## src/include/iapg_pkg.sv

```systemverilog
// constants for the indirect register page and pattern generator
package iapg_pkg;
  // main-space register port offsets
  localparam logic [7:0] MAIN_IND_CTL = 8'hB0;
  localparam logic [7:0] MAIN_IND_OFS = 8'hB1;
  localparam logic [7:0] MAIN_IND_DAT = 8'hB2;
  localparam logic [7:0] MAIN_RSVD_FB = 8'hFB;
  localparam logic [7:0] MAIN_RSVD_RST = 8'h00;
  // indirect_control fields
  localparam int CTL_PAGE_LSB = 2;
  localparam int CTL_PAGE_MSB = 5;
  localparam int CTL_AUTOINC_BIT = 1;
  localparam logic [7:0] CTL_WR_MASK = 8'h3E;
  localparam logic [7:0] CTL_RST = 8'h00;
  localparam logic [7:0] OFS_RST = 8'h00;
  // page codes
  localparam logic [3:0] PAGE_DIGITAL = 4'h0;
  localparam logic [3:0] PAGE_LINK0 = 4'h1;
  localparam logic [3:0] PAGE_LINK1 = 4'h2;
  localparam logic [3:0] PAGE_SHARED = 4'h5;
  localparam logic [3:0] PAGE_LINK_ALL = 4'h6;
  localparam logic [3:0] PAGE_CSITX = 4'h7;
  // page 0 offsets
  localparam logic [7:0] P0_CTL = 8'h01;
  localparam logic [7:0] P0_CFG = 8'h02;
  localparam logic [7:0] P0_IDENT = 8'h03;
  localparam logic [7:0] P0_LINE_HI = 8'h04;
  localparam logic [7:0] P0_LINE_LO = 8'h05;
  localparam logic [7:0] P0_BAR_HI = 8'h06;
  localparam logic [7:0] P0_BAR_LO = 8'h07;
  localparam logic [7:0] P0_ACT_HI = 8'h08;
  localparam logic [7:0] P0_ACT_LO = 8'h09;
  localparam logic [7:0] P0_TOT_HI = 8'h0A;
  localparam logic [7:0] P0_TOT_LO = 8'h0B;
  localparam logic [7:0] P0_PD_HI = 8'h0C;
  localparam logic [7:0] P0_PD_LO = 8'h0D;
  localparam int P0_FIRST = 1;
  localparam int P0_LAST = 13;
  // page 0 reset values
  localparam logic [7:0] RST_CTL = 8'h00;
  localparam logic [7:0] RST_CFG = 8'h33;
  localparam logic [7:0] RST_IDENT = 8'h24;
  localparam logic [7:0] RST_LINE_HI = 8'h07;
  localparam logic [7:0] RST_LINE_LO = 8'h80;
  localparam logic [7:0] RST_BAR_HI = 8'h00;
  localparam logic [7:0] RST_BAR_LO = 8'hF0;
  localparam logic [7:0] RST_ACT_HI = 8'h01;
  localparam logic [7:0] RST_ACT_LO = 8'hE0;
  localparam logic [7:0] RST_TOT_HI = 8'h02;
  localparam logic [7:0] RST_TOT_LO = 8'h0D;
  localparam logic [7:0] RST_PD_HI = 8'h0C;
  localparam logic [7:0] RST_PD_LO = 8'h67;
  // configuration fields
  localparam int CTL_ON_BIT = 0;
  localparam int CFG_FIXED_BIT = 7;
  localparam int CFG_BARS_LSB = 4;
  localparam int CFG_BLOCK_LSB = 0;
  localparam int IDENT_VC_LSB = 6;
  localparam int IDENT_DT_LSB = 0;
  // timing: line period unit is 10 ns, clock period 5 ns
  localparam int CLK_PERIOD_PS = 5000;
  localparam int LINE_UNIT_PS = 10000;
  localparam int LINE_UNIT_CYC = LINE_UNIT_PS / CLK_PERIOD_PS;
  localparam int BYTES_PER_PIXEL = 3;
  typedef enum logic [1:0] {ST_IDLE, ST_HEADER, ST_PAYLOAD, ST_BLANK} iapg_state_t;
endpackage : iapg_pkg
```

## src/core/iapg_top.sv

```systemverilog
// indirect register page with video pattern generator
`timescale 1ns/1ps
// Operation
// - three main registers at 0xB0-0xB2 give access
// - auto-increment writes go to current then following offsets
// - auto-increment reads return current then following offsets
// - auto-increment advances offset after each data access
// - page field bits 5:2, page 0 generator
// - other page codes read zero and ignore writes
// - control bit 0 enables generator, resets off
// - config bit 7 picks fixed or colour bars
// - bits 5:4 give 1, 2, 4, 8 bars
// - bits 3:0 give fixed block size in bytes
// - bits 7:6 give packet virtual channel
// - bits 5:0 give packet data type
// - sixteen bit active line length in bytes
// - last bar fills the rest of line
// - line period counted in 10 ns units
// - active lines and total lines per frame
module iapg_top (
  // clock and reset
  input wire logic clk_sys,
  input wire logic rst,
  // main register port
  input wire logic reg_wr,
  input wire logic reg_rd,
  input wire logic [7:0] reg_addr,
  input wire logic [7:0] reg_wdata,
  output logic [7:0] reg_rdata,
  output logic reg_rvalid,
  // packet header
  output logic pkt_hdr_valid,
  output logic [1:0] pkt_vc,
  output logic [5:0] pkt_dt,
  output logic [15:0] pkt_word_count,
  // payload stream
  output logic byte_valid,
  output logic [7:0] byte_data,
  output logic frame_start,
  output logic frame_end,
  output logic gen_active
);
  logic [7:0] ind_ctl_q;
  logic [7:0] ind_ofs_q;
  logic [7:0] pg_q [iapg_pkg::P0_FIRST:iapg_pkg::P0_LAST];
  logic [7:0] rdata_q;
  logic rvalid_q;
  logic [3:0] page;
  logic autoinc;
  logic data_acc;

  function automatic logic [7:0] p0_reset(input int idx);
    case (idx)
      1: p0_reset = iapg_pkg::RST_CTL;
      2: p0_reset = iapg_pkg::RST_CFG;
      3: p0_reset = iapg_pkg::RST_IDENT;
      4: p0_reset = iapg_pkg::RST_LINE_HI;
      5: p0_reset = iapg_pkg::RST_LINE_LO;
      6: p0_reset = iapg_pkg::RST_BAR_HI;
      7: p0_reset = iapg_pkg::RST_BAR_LO;
      8: p0_reset = iapg_pkg::RST_ACT_HI;
      9: p0_reset = iapg_pkg::RST_ACT_LO;
      10: p0_reset = iapg_pkg::RST_TOT_HI;
      11: p0_reset = iapg_pkg::RST_TOT_LO;
      12: p0_reset = iapg_pkg::RST_PD_HI;
      default: p0_reset = iapg_pkg::RST_PD_LO;
    endcase
  endfunction : p0_reset

  // true when the page and offset name a stored page 0 register
  function automatic logic p0_hit(input logic [3:0] pg, input logic [7:0] ofs);
    p0_hit = (pg == iapg_pkg::PAGE_DIGITAL) && (ofs >= 8'(iapg_pkg::P0_FIRST))
      && (ofs <= 8'(iapg_pkg::P0_LAST));
  endfunction : p0_hit

  assign page = ind_ctl_q[iapg_pkg::CTL_PAGE_MSB:iapg_pkg::CTL_PAGE_LSB];
  assign autoinc = ind_ctl_q[iapg_pkg::CTL_AUTOINC_BIT];
  assign data_acc = (reg_wr || reg_rd) && (reg_addr == iapg_pkg::MAIN_IND_DAT);

  always_ff @(posedge clk_sys or posedge rst) begin
    if (rst) begin
      ind_ctl_q <= iapg_pkg::CTL_RST;
    end else if (reg_wr && reg_addr == iapg_pkg::MAIN_IND_CTL) begin
      ind_ctl_q <= reg_wdata & iapg_pkg::CTL_WR_MASK;
    end
  end

  always_ff @(posedge clk_sys or posedge rst) begin
    if (rst) begin
      ind_ofs_q <= iapg_pkg::OFS_RST;
    end else if (reg_wr && reg_addr == iapg_pkg::MAIN_IND_OFS) begin
      ind_ofs_q <= reg_wdata;
    end else if (data_acc && autoinc) begin
      ind_ofs_q <= ind_ofs_q + 8'h01;
    end
  end
  // without auto-increment the offset simply holds

  always_ff @(posedge clk_sys or posedge rst) begin
    if (rst) begin
      for (int i = iapg_pkg::P0_FIRST; i <= iapg_pkg::P0_LAST; i++) begin
        pg_q[i] <= p0_reset(i);
      end
    end else if (reg_wr && reg_addr == iapg_pkg::MAIN_IND_DAT && p0_hit(page, ind_ofs_q)) begin
      pg_q[ind_ofs_q[3:0]] <= reg_wdata;
    end
  end

  // register reads; data port returns the addressed indirect byte
  always_ff @(posedge clk_sys or posedge rst) begin
    if (rst) begin
      rdata_q <= 8'h00;
      rvalid_q <= 1'b0;
    end else begin
      rvalid_q <= reg_rd;
      if (reg_rd) begin
        if (reg_addr == iapg_pkg::MAIN_IND_CTL) begin
          rdata_q <= ind_ctl_q;
        end else if (reg_addr == iapg_pkg::MAIN_IND_OFS) begin
          rdata_q <= ind_ofs_q;
        end else if (reg_addr == iapg_pkg::MAIN_IND_DAT && p0_hit(page, ind_ofs_q)) begin
          rdata_q <= pg_q[ind_ofs_q[3:0]];
        end else begin
          rdata_q <= 8'h00;
        end
      end
    end
  end

  assign reg_rdata = rdata_q;
  assign reg_rvalid = rvalid_q;

  // decoded configuration
  logic gen_on;
  logic fixed_mode;
  logic [1:0] bar_count;
  logic [3:0] block_size;
  logic [15:0] active_line_bytes;
  logic [15:0] bar_length_bytes;
  logic [15:0] active_lines_per_frame;
  logic [15:0] total_lines;
  logic [15:0] line_period_count;
  logic [2:0] last_bar;
  logic [3:0] block_last;

  assign gen_on = pg_q[1][iapg_pkg::CTL_ON_BIT];
  assign fixed_mode = pg_q[2][iapg_pkg::CFG_FIXED_BIT];
  assign bar_count = pg_q[2][iapg_pkg::CFG_BARS_LSB +: 2];
  assign block_size = pg_q[2][iapg_pkg::CFG_BLOCK_LSB +: 4];
  assign active_line_bytes = {pg_q[4], pg_q[5]};
  assign bar_length_bytes = {pg_q[6], pg_q[7]};
  assign active_lines_per_frame = {pg_q[8], pg_q[9]};
  assign total_lines = {pg_q[10], pg_q[11]};
  assign line_period_count = {pg_q[12], pg_q[13]};
  assign last_bar = 3'((4'h1 << bar_count) - 4'h1);
  // a block size of zero is not legal; treat it as one byte
  assign block_last = (block_size == 4'h0) ? 4'h0 : block_size - 4'h1;

  // 10 ns tick from the 5 ns clock
  logic [1:0] div_q;
  logic tick;
  always_ff @(posedge clk_sys or posedge rst) begin
    if (rst) begin
      div_q <= 2'h0;
    end else if (!gen_on || div_q == 2'(iapg_pkg::LINE_UNIT_CYC - 1)) begin
      div_q <= 2'h0;
    end else begin
      div_q <= div_q + 2'h1;
    end
  end
  assign tick = gen_on && (div_q == 2'(iapg_pkg::LINE_UNIT_CYC - 1));

  // line period timer and line counter
  logic [15:0] period_q;
  logic [15:0] line_q;
  logic line_wrap;
  logic line_begin;
  logic start_q;
  assign line_wrap = tick && (period_q + 16'h0001 >= line_period_count);
  assign line_begin = start_q || line_wrap;

  always_ff @(posedge clk_sys or posedge rst) begin
    if (rst) begin
      start_q <= 1'b0;
    end else begin
      start_q <= gen_on && !gen_active;
    end
  end

  always_ff @(posedge clk_sys or posedge rst) begin
    if (rst) begin
      period_q <= 16'h0000;
    end else if (!gen_on || line_wrap) begin
      period_q <= 16'h0000;
    end else if (tick) begin
      period_q <= period_q + 16'h0001;
    end
  end

  logic [15:0] next_line;
  assign next_line = (line_q + 16'h0001 >= total_lines) ? 16'h0000 : line_q + 16'h0001;

  always_ff @(posedge clk_sys or posedge rst) begin
    if (rst) begin
      line_q <= 16'h0000;
    end else if (!gen_on || start_q) begin
      line_q <= 16'h0000;
    end else if (line_wrap) begin
      line_q <= next_line;
    end
  end

  // line state machine
  iapg_pkg::iapg_state_t st_q;
  logic [15:0] byte_q;
  logic cur_active;
  logic last_byte;
  assign cur_active = (line_q < active_lines_per_frame);
  assign last_byte = (byte_q + 16'h0001 >= active_line_bytes);

  always_ff @(posedge clk_sys or posedge rst) begin
    if (rst) begin
      st_q <= iapg_pkg::ST_IDLE;
      byte_q <= 16'h0000;
    end else if (!gen_on) begin
      st_q <= iapg_pkg::ST_IDLE;
      byte_q <= 16'h0000;
    end else begin
      case (st_q)
        iapg_pkg::ST_IDLE: begin
          if (line_begin) begin
            st_q <= cur_active ? iapg_pkg::ST_HEADER : iapg_pkg::ST_BLANK;
          end
        end
        iapg_pkg::ST_HEADER: begin
          byte_q <= 16'h0000;
          st_q <= (active_line_bytes == 16'h0000) ? iapg_pkg::ST_BLANK : iapg_pkg::ST_PAYLOAD;
        end
        iapg_pkg::ST_PAYLOAD: begin
          byte_q <= byte_q + 16'h0001;
          if (last_byte) begin
            st_q <= iapg_pkg::ST_BLANK;
          end
        end
        default: begin
          if (line_wrap) begin
            st_q <= (next_line < active_lines_per_frame) ? iapg_pkg::ST_HEADER
              : iapg_pkg::ST_BLANK;
          end
        end
      endcase
    end
  end

  assign gen_active = (st_q != iapg_pkg::ST_IDLE);

  // pattern position counters
  logic [2:0] bar_q;
  logic [15:0] bar_pos_q;
  logic [3:0] blk_pos_q;
  logic blk_q;
  logic [1:0] comp_q;
  logic pay;
  assign pay = (st_q == iapg_pkg::ST_PAYLOAD);

  always_ff @(posedge clk_sys or posedge rst) begin
    if (rst) begin
      bar_q <= 3'h0;
      bar_pos_q <= 16'h0000;
    end else if (!pay) begin
      bar_q <= 3'h0;
      bar_pos_q <= 16'h0000;
    end else if (bar_pos_q + 16'h0001 >= bar_length_bytes && bar_q != last_bar) begin
      bar_q <= bar_q + 3'h1;
      bar_pos_q <= 16'h0000;
    end else begin
      bar_pos_q <= bar_pos_q + 16'h0001;
    end
  end

  always_ff @(posedge clk_sys or posedge rst) begin
    if (rst) begin
      blk_pos_q <= 4'h0;
      blk_q <= 1'b0;
    end else if (!pay) begin
      blk_pos_q <= 4'h0;
      blk_q <= 1'b0;
    end else if (blk_pos_q >= block_last) begin
      blk_pos_q <= 4'h0;
      blk_q <= !blk_q;
    end else begin
      blk_pos_q <= blk_pos_q + 4'h1;
    end
  end

  always_ff @(posedge clk_sys or posedge rst) begin
    if (rst) begin
      comp_q <= 2'h0;
    end else if (!pay || comp_q == 2'(iapg_pkg::BYTES_PER_PIXEL - 1)) begin
      comp_q <= 2'h0;
    end else begin
      comp_q <= comp_q + 2'h1;
    end
  end

  // colour of one component of a bar: bars step white toward black
  function automatic logic [7:0] bar_byte(input logic [2:0] idx, input logic [1:0] comp);
    bar_byte = idx[comp] ? 8'h00 : 8'hFF;
  endfunction : bar_byte

  // output registers
  always_ff @(posedge clk_sys or posedge rst) begin
    if (rst) begin
      pkt_hdr_valid <= 1'b0;
      pkt_vc <= 2'h0;
      pkt_dt <= 6'h00;
      pkt_word_count <= 16'h0000;
    end else begin
      pkt_hdr_valid <= (st_q == iapg_pkg::ST_HEADER);
      if (st_q == iapg_pkg::ST_HEADER) begin
        pkt_vc <= pg_q[3][iapg_pkg::IDENT_VC_LSB +: 2];
        pkt_dt <= pg_q[3][iapg_pkg::IDENT_DT_LSB +: 6];
        pkt_word_count <= active_line_bytes;
      end
    end
  end

  always_ff @(posedge clk_sys or posedge rst) begin
    if (rst) begin
      byte_valid <= 1'b0;
      byte_data <= 8'h00;
    end else begin
      byte_valid <= pay;
      if (pay) begin
        byte_data <= fixed_mode ? {8{blk_q}} : bar_byte(bar_q, comp_q);
      end
    end
  end

  always_ff @(posedge clk_sys or posedge rst) begin
    if (rst) begin
      frame_start <= 1'b0;
      frame_end <= 1'b0;
    end else begin
      frame_start <= (st_q == iapg_pkg::ST_HEADER) && (line_q == 16'h0000);
      frame_end <= pay && last_byte && (line_q + 16'h0001 == active_lines_per_frame);
    end
  end
endmodule : iapg_top

```

## config.mk

```make
export PLATFORM = sky130hd
export DESIGN_NAME = iapg_top
export DESIGN_NICKNAME = d
export VERILOG_FILES = /design/src/include/iapg_pkg.sv /design/src/core/iapg_top.sv
export SDC_FILE = /design/constraint.sdc
export NUM_CORES = 1
export LEC_CHECK = 0
export ABC_CLOCK_PERIOD_IN_PS = 6950
export BUFFER_PORTS_ARGS = -buffer_cell sky130_fd_sc_hd__buf_2
export CORE_ASPECT_RATIO = 0.8
export CORE_UTILIZATION = 40
export DETAILED_ROUTE_END_ITERATION = 12
export PLACE_DENSITY_LB_ADDON = 0.3
export SYNTH_ARGS = -nofsm -noshare
export SYNTH_HDL_FRONTEND = slang
export SYNTH_SLANG_ARGS = --single-unit
```

## constraint.sdc

```tcl
create_clock -name clk_sys -period 6.95 [get_ports clk_sys]
set_clock_uncertainty 0.15 [all_clocks]
set_input_delay 0.3475 -clock clk_sys [delete_from_list [all_inputs] [get_ports clk_sys]]
set_output_delay 0.3475 -clock clk_sys [all_outputs]
set_load 0.005 [all_outputs]
```

-- Word level (Yosys, flattened, before mapping)
Index checks and enable logic that the tools add are counted.
- output and inout bits: 46
- logic and storage cells: 154
- input bits: 20
- register bits: 241
- reduce and logical (&&, ||, !) cells: 37
- muxes and demuxes: 41
- $add $sub $neg: 11
- magnitude comparators: 12
- bitwise gates (word level): 1
- equal/unequal tests: 15
- shift operators: 1
- operator list (cell ; count):
    16-bit 2-to-1 mux ; 8
    104-bit bitwise mux ; 1
    8-bit 2-to-1 mux ; 10
    16-bit by 1-bit adder with 16-bit output (second input constant) ; 4
    16-bit >= comparator ; 4
    8-bit binary-select mux with 4-bit select ; 1
    8-bit demux with 4-bit select ; 1
    16-bit logical NOT ; 2
    16-bit < comparator ; 2
    16-bit one-hot mux with 2 select lines ; 1
    8-bit == test (second input constant) ; 3
    1-bit logical AND ; 17
    16-bit == test ; 1
    2-bit 2-to-1 mux ; 8
    4-bit 2-to-1 mux ; 3
    8-bit by 1-bit adder with 8-bit output (second input constant) ; 1
    8-bit by 1-bit >= comparator with 1-bit output (second input constant) ; 1
    8-bit by 4-bit <= comparator with 1-bit output (second input constant) ; 1
    4-bit logical NOT ; 2
    2-bit nonzero test ; 4
    1-bit logical OR ; 6
    3-bit 2-to-1 mux ; 2
    3-bit inequality test (second input constant) ; 2
    2-bit one-hot mux with 3 select lines ; 1
    other kinds (22) ; 32

-- Depth between registers and ports, before layout
- word-level depth: 8
- depth in mapped cells: 25
- gate-level depth less buffers: 21

-- Worst setup path before layout
OpenSTA, ideal clock, no wires.
- kind: reg-to-reg
- start: register line_q[3]
- end: register st_q[1]
- buffers on the path: 3
- library setup time: 64 ps
- clock period less this slack: 5362 ps
- cell stages (with the launch flop): 25
- slack: 1588 ps
- data required time: 6736 ps
- data arrival time: 5148 ps
- cell sequence: dfrtp_1 -> nand3_4 -> nor3_4 -> nand3_4 -> or2_1 -> xor2_1 -> inv_1 -> ha_1 -> nand4_1 -> or4_1 -> o32a_2 -> nand2_4 -> or2_1 -> buf_6 -> buf_6 -> buf_2 -> nor2_1 -> ha_1 -> nand3_1 -> or3_1 -> a2111oi_0 -> a2111oi_0 -> o21ai_0 -> a21boi_0 -> mux2_2
- longest elaborated chain between the ends: 8
- elaborated cells between the ends (all ways): 11
- classes of those cells: add/sub: 1; order compare: 3; mux: 7
- ends and longest elaborated chain (element ; RTL line ; text):
    start, declared ; iapg_top.sv:175 ; logic [15:0] line_q;
    start signal, assigned ; iapg_top.sv:209 ; line_q <= next_line;
    16-bit by 1-bit adder with 16-bit output ; iapg_top.sv:201 ; assign next_line = (line_q + 16'h0001 >= total_lines) ? 16'h0000 : line_q + 16'h0001;
    16-bit >= comparator ; iapg_top.sv:201 ;
    16-bit 2-to-1 mux ; iapg_top.sv:201 ;
    16-bit < comparator ; iapg_top.sv:247 ; st_q <= (next_line < active_lines_per_frame) ? iapg_pkg::ST_HEADER
    2-bit 2-to-1 mux ; iapg_top.sv:247 ;
    2-bit 2-to-1 mux ; iapg_top.sv:246 ; if (line_wrap) begin
    2-bit one-hot mux with 3 select lines * ; iapg_top.sv:229 ; case (st_q)
    2-bit 2-to-1 mux * ; iapg_top.sv:225 ; end else if (!gen_on) begin
    end signal, assigned ; iapg_top.sv:226 ; st_q <= iapg_pkg::ST_IDLE;
    end signal, assigned ; iapg_top.sv:232 ; st_q <= cur_active ? iapg_pkg::ST_HEADER : iapg_pkg::ST_BLANK;
    end signal, assigned ; iapg_top.sv:247 ;
    end, declared ; iapg_top.sv:214 ; iapg_pkg::iapg_state_t st_q;
Mark *: on every way between the ends. The rest lies on a longest branch, timed or not. The select of a mux whose other input is x is not followed.
A chain may end at the register's enable or synchronous reset.

-- Final worst setup path
- start: register line_q[2]
- end: register st_q[1]
Same word-level chain as after synthesis.

==> tab_implementation.tex <==
\begin{tabular}{lr}
\hline
Metric & Value \\
\hline
\multicolumn{2}{l}{\textbf{Clock network}} \\
\quad Num CTS Buffers & 26 \\
\quad Number of buffers on the longest clock path & 3 \\
\quad Level count of the clock H-tree & 1 \\
\quad Number of hold buffers added after cts & 2 \\
\quad TritonCTS clock tree & yes \\
\quad Clock transition at the registers of the reported paths & 60 ps \\
\quad Sinks on Clock Net & 234 \\
\quad Root cell of the clock tree & clkbuf\_16 \\
\quad Number of instances resized during post-cts repair & 0 \\
\quad Clock latency on the worst-skew pair & 560 ps \\
\quad Postcts setup bufs & 0 \\
\multicolumn{2}{l}{\textbf{Place}} \\
\quad Worst setup timing slack at the placement stage & around 810 ps \\
\quad Placer congestion estimate & 0.981 \\
\quad Number of buffer cells added on primary ports & 65 \\
\quad Final HPWL from detailed placement & 27800 µm \\
\multicolumn{2}{l}{\textbf{Setup path}} \\
\quad WP data arrival & 6680 ps \\
\quad Setup crit start kind & flip-flop \\
\quad Critical path start-end classification & reg -> reg \\
\quad Peak fanout along the critical path & 12 \\
\quad Required time of the critical path & about 7300 ps \\
\quad Type of element capturing the critical path & flip-flop \\
\multicolumn{2}{l}{\textbf{Floorplan}} \\
\quad Effective utilization at floorplan & between 40 and 50\% \\
\quad Number of placement rows & 62 \\
\quad Num ports & 66 \\
\quad Die H & 173 µm \\
\quad Floorplan Core Area & $\sim$0.036 mm² \\
\quad Horizontal die dimension & roughly 220 µm \\
\quad Floorplan die area & $\sim$0.037 mm² \\
\multicolumn{2}{l}{\textbf{Timing}} \\
\quad Fmax & 157 MHz \\
\quad Final cycle utilization of the critical path & 91.5\% \\
\quad Count of final setup violators & 0 \\
\quad Relative slew slack & 39.8\% \\
\quad Number of hold-slack violations in the final timing report & 0 \\
\quad Time the worst path needs with I/O delays and setup & 6360 ps \\
\quad Sum Neg Setup Slack & 0 ps \\
\quad RSZ-0062 raised after global routing & false \\
\quad Number of max-slew violations in the final report & 0 \\
\quad Slew @ Worst Pin & 900 ps \\
\quad Hold\_ws & $\sim$110 ps \\
\quad Crit path setup slack, layout & 593 ps \\
\multicolumn{2}{l}{\textbf{Yosys}} \\
\quad Synth Warn \# & 0 \\
\quad Portion of synthesized cell area occupied by the leading cell type & 35.2\% \\
\quad Number of nets produced by synthesis & 1541 \\
\quad Part of the Yosys area used for sequential elements & 40.5\% \\
\quad Mean area per synthesized cell & 10.4 µm² \\
\quad Synth Instances & about 1400 \\
\quad Most used flip-flop cell after synthesis & dfrtp\_1 \\
\quad Number of synthesized flops with an enable pin & 0 \\
\quad Cell types occupying the most area after synthesis & dfrtp\_1, mux2\_2, ha\_1 \\
\quad FF+latch count, synth & about 230 \\
\quad Proportion of synthesized flip-flops having asynchronous set or reset & 100\% \\
\quad Post-synth design cell area & 0.0146 mm² \\
\quad Biggest area consumer among synthesized cells & dfrtp\_1 \\
\quad Count of different cell masters after synthesis & around 90 \\
\multicolumn{2}{l}{\textbf{Detailed routing}} \\
\quad Via count of the routed design & around 11000 \\
\quad ANT nets after route & 0 \\
\quad DRT iter0 DRCs & 910 \\
\quad Final routed DRC violation total & 0 \\
\quad WL per Instance & 19.8 µm \\
\quad Number of optimization iterations in the first detailed-route pass & 5 \\
\quad Vias per cell & 5.61 \\
\quad Total routed wirelength & 38400 µm \\
\multicolumn{2}{l}{\textbf{Global route}} \\
\quad Overflow after GRT & 0 \\
\quad Total global routing track utilization & 20.7\% \\
\quad Initial antenna violation count & 1 \\
\quad Via count of the first global-routing pass & 10374 \\
\quad Largest net degree at the start of global routing & 115 \\
\quad Wire length of the first global-routing pass & $\sim$61000 µm \\
\multicolumn{2}{l}{\textbf{Layout}} \\
\quad Layout cell share with drive strength beyond 1 & 23.2\% \\
\quad Final cell utilization of the core & 45.2\% \\
\quad Net count reported at finish & between 1500 and 2000 \\
\quad Total inserted antenna cells & 0 \\
\quad Fill count & approximately 3400 \\
\quad Sequential standard cell area & 0.00589 mm² \\
\quad Combined area of the multi-input logic cells & 0.00789 mm² \\
\quad Area growth, synth to finish & 11.2\% \\
\multicolumn{2}{l}{\textbf{Pwr}} \\
\quad Max VDD drop & 0.000180 V \\
\quad Power Total & 3010 µW \\
\quad Leakage power of the design & 0.00760 µW \\
\quad Power density cells & 186 mW/mm² \\
\multicolumn{2}{l}{\textbf{Worst hold path}} \\
\quad Class of the tightest hold or removal check & in -> reg \\
\multicolumn{2}{l}{\textbf{Run}} \\
\quad Number of max-capacitance violations reported & 0 \\
\multicolumn{2}{l}{\textbf{Status}} \\
\quad Outcome & finished, final reports clean \\
\hline
\end{tabular}
-- final timing paths --
| check | start | endpoint | slack, ps | cells past startpoint |
|---|---|---|---|---|
| max in group asynchronous | rst | pkt_word_count[15] | 4910 | 4 |
| max reg2reg | line_q[2] | st_q[1] | 590 | 21 |
| min | reg_wdata[2] | ind_ofs_q[2] | 110 | 3 |
| min reg2reg | div_q[0] | div_q[0] | 290 | 1 |
| min in group asynchronous | rst | line_q[3] | 350 | 3 |
| max | line_q[2] | st_q[1] | 590 | 21 |
-- through the flow --
step / std cells / instance area, µm²
after floorplan: 1404 / 14600
after global placement: 1894 / 15200
after detailed placement: 1894 / 15200
after CTS: 1944 / 16200
after global routing: 1944 / 16200
final: 1944 / 16200
-- placed cells by master, fill, tap and decap left out, types with 5 or more instances in the layout --
master	count
and3_1	22
a22o_1	14
o21ai_0	54
nand3_1	47
clkbuf_16	27
dfrtp_1	204
a211oi_1	7
a21oi_1	68
nand2b_1	15
xnor2_1	47
clkinv_2	6
nor3_1	17
nor2_1	78
a31oi_1	16
inv_1	113
dfstp_2	29
a21o_1	16
ha_1	117
nand4_1	17
o211ai_1	8
a221o_1	5
xor2_1	25
mux2_2	146
mux4_2	16
nor2b_1	21
and4_1	5
o21a_1	8
buf_4	12
nand2_1	78
a32oi_1	7
or3_1	9
buf_2	65
nand3b_1	5
and2_1	8
mux2i_1	16
nor4_1	12
-- state kept, by name (all words and copies together), names as in the netlist, 3 cells and up --
name and count:
period_q 16, bar_pos_q 16, reg_rdata 8, ind_ofs_q 8, pkt_dt 6, byte_q 16, line_period_count 16, bar_length_bytes 16
active_lines_per_frame 16, ind_ctl_q 5, pg_q 32, block_size 4, pkt_word_count 16, line_q 16, active_line_bytes 16, bar_q 3
blk_pos_q 4
-- cells in the mapped netlist, drive strengths merged, types with 17 or more instances --
cell type  number
nor3           19
clkbuf         43
xnor2          47
nor2b          21
o21ai          59
nand4          17
inv           114
nor2           78
mux2          146
buf            23
nand2          84
and3           25
xor2           25
dfstp          29
ha            117
dfrtp         205
nand3          49
a21oi          68
-- power by group --
part / switching [µW] / leakage (µW) / internal (µW)
sequential: 11.8 / 0.00313 / 1370
combinational: 91.0 / 0.00401 / 37.5
clock: 590 / 0.000457 / 903
total: 693 / 0.00760 / 2320
-- metal layers --
metal | part of all wire (%) | GRT usage (%) | up-vias | wire length [µm]
met5 | 0.034 | 0.128 | - | 13
met4 | 1.5 | 3.55 | 2 | 589
met3 | 6.9 | 4.20 | 34 | 2670
met2 | 41 | 28.6 | 337 | 15700
met1 | 51 | 33.0 | 5403 | 19400
li1 | - | - | 5122 | -
-- final cells by class --
| type | instances | share of cell area, % |
|---|---|---|
| Sequential cell | 234 | 36.4 |
| Clock inverter | 13 | 1.10 |
| Clock buffer | 35 | 4.61 |
| Multi-Input combinational cell | 988 | 48.8 |
| Tap cell | 480 | 3.71 |
| Timing Repair Buffer | 79 | 2.69 |
| Inverter | 115 | 2.71 |
-- critical path: stages (launching register included) --
cell and delay, ps:
dfrtp_1 520, nand3_4 180, nor3_4 380, nand3_4 150
or2_1 290, xor2_1 270, inv_1 80, ha_1 320
nand4_1 180, or4_1 550, o32a_2 350, nand2_4 100
or2_1 380, nor2_1 90, ha_1 320, nand3_1 130
or3_1 440, a2111oi_0 520, nand2_1 120, o21ai_0 350
a21boi_0 210, mux2_2 160
-- kinds of logic (layout without fill, tap and decap cells) --
kind of cell,count (synthesis),count (layout),synth area share (%)
DFF,234,234,40.5
and+or+nand+nor,369,369,13.5
muxes,178,178,14.9
xor gates and xnor gates,72,72,4.33
adders and majority gates,117,117,10.1
AOI/OAI and AO/OA,252,252,11.4
buffers and inverters,182,242,5.35
Note: power is estimated with default switching activity, not from simulation.
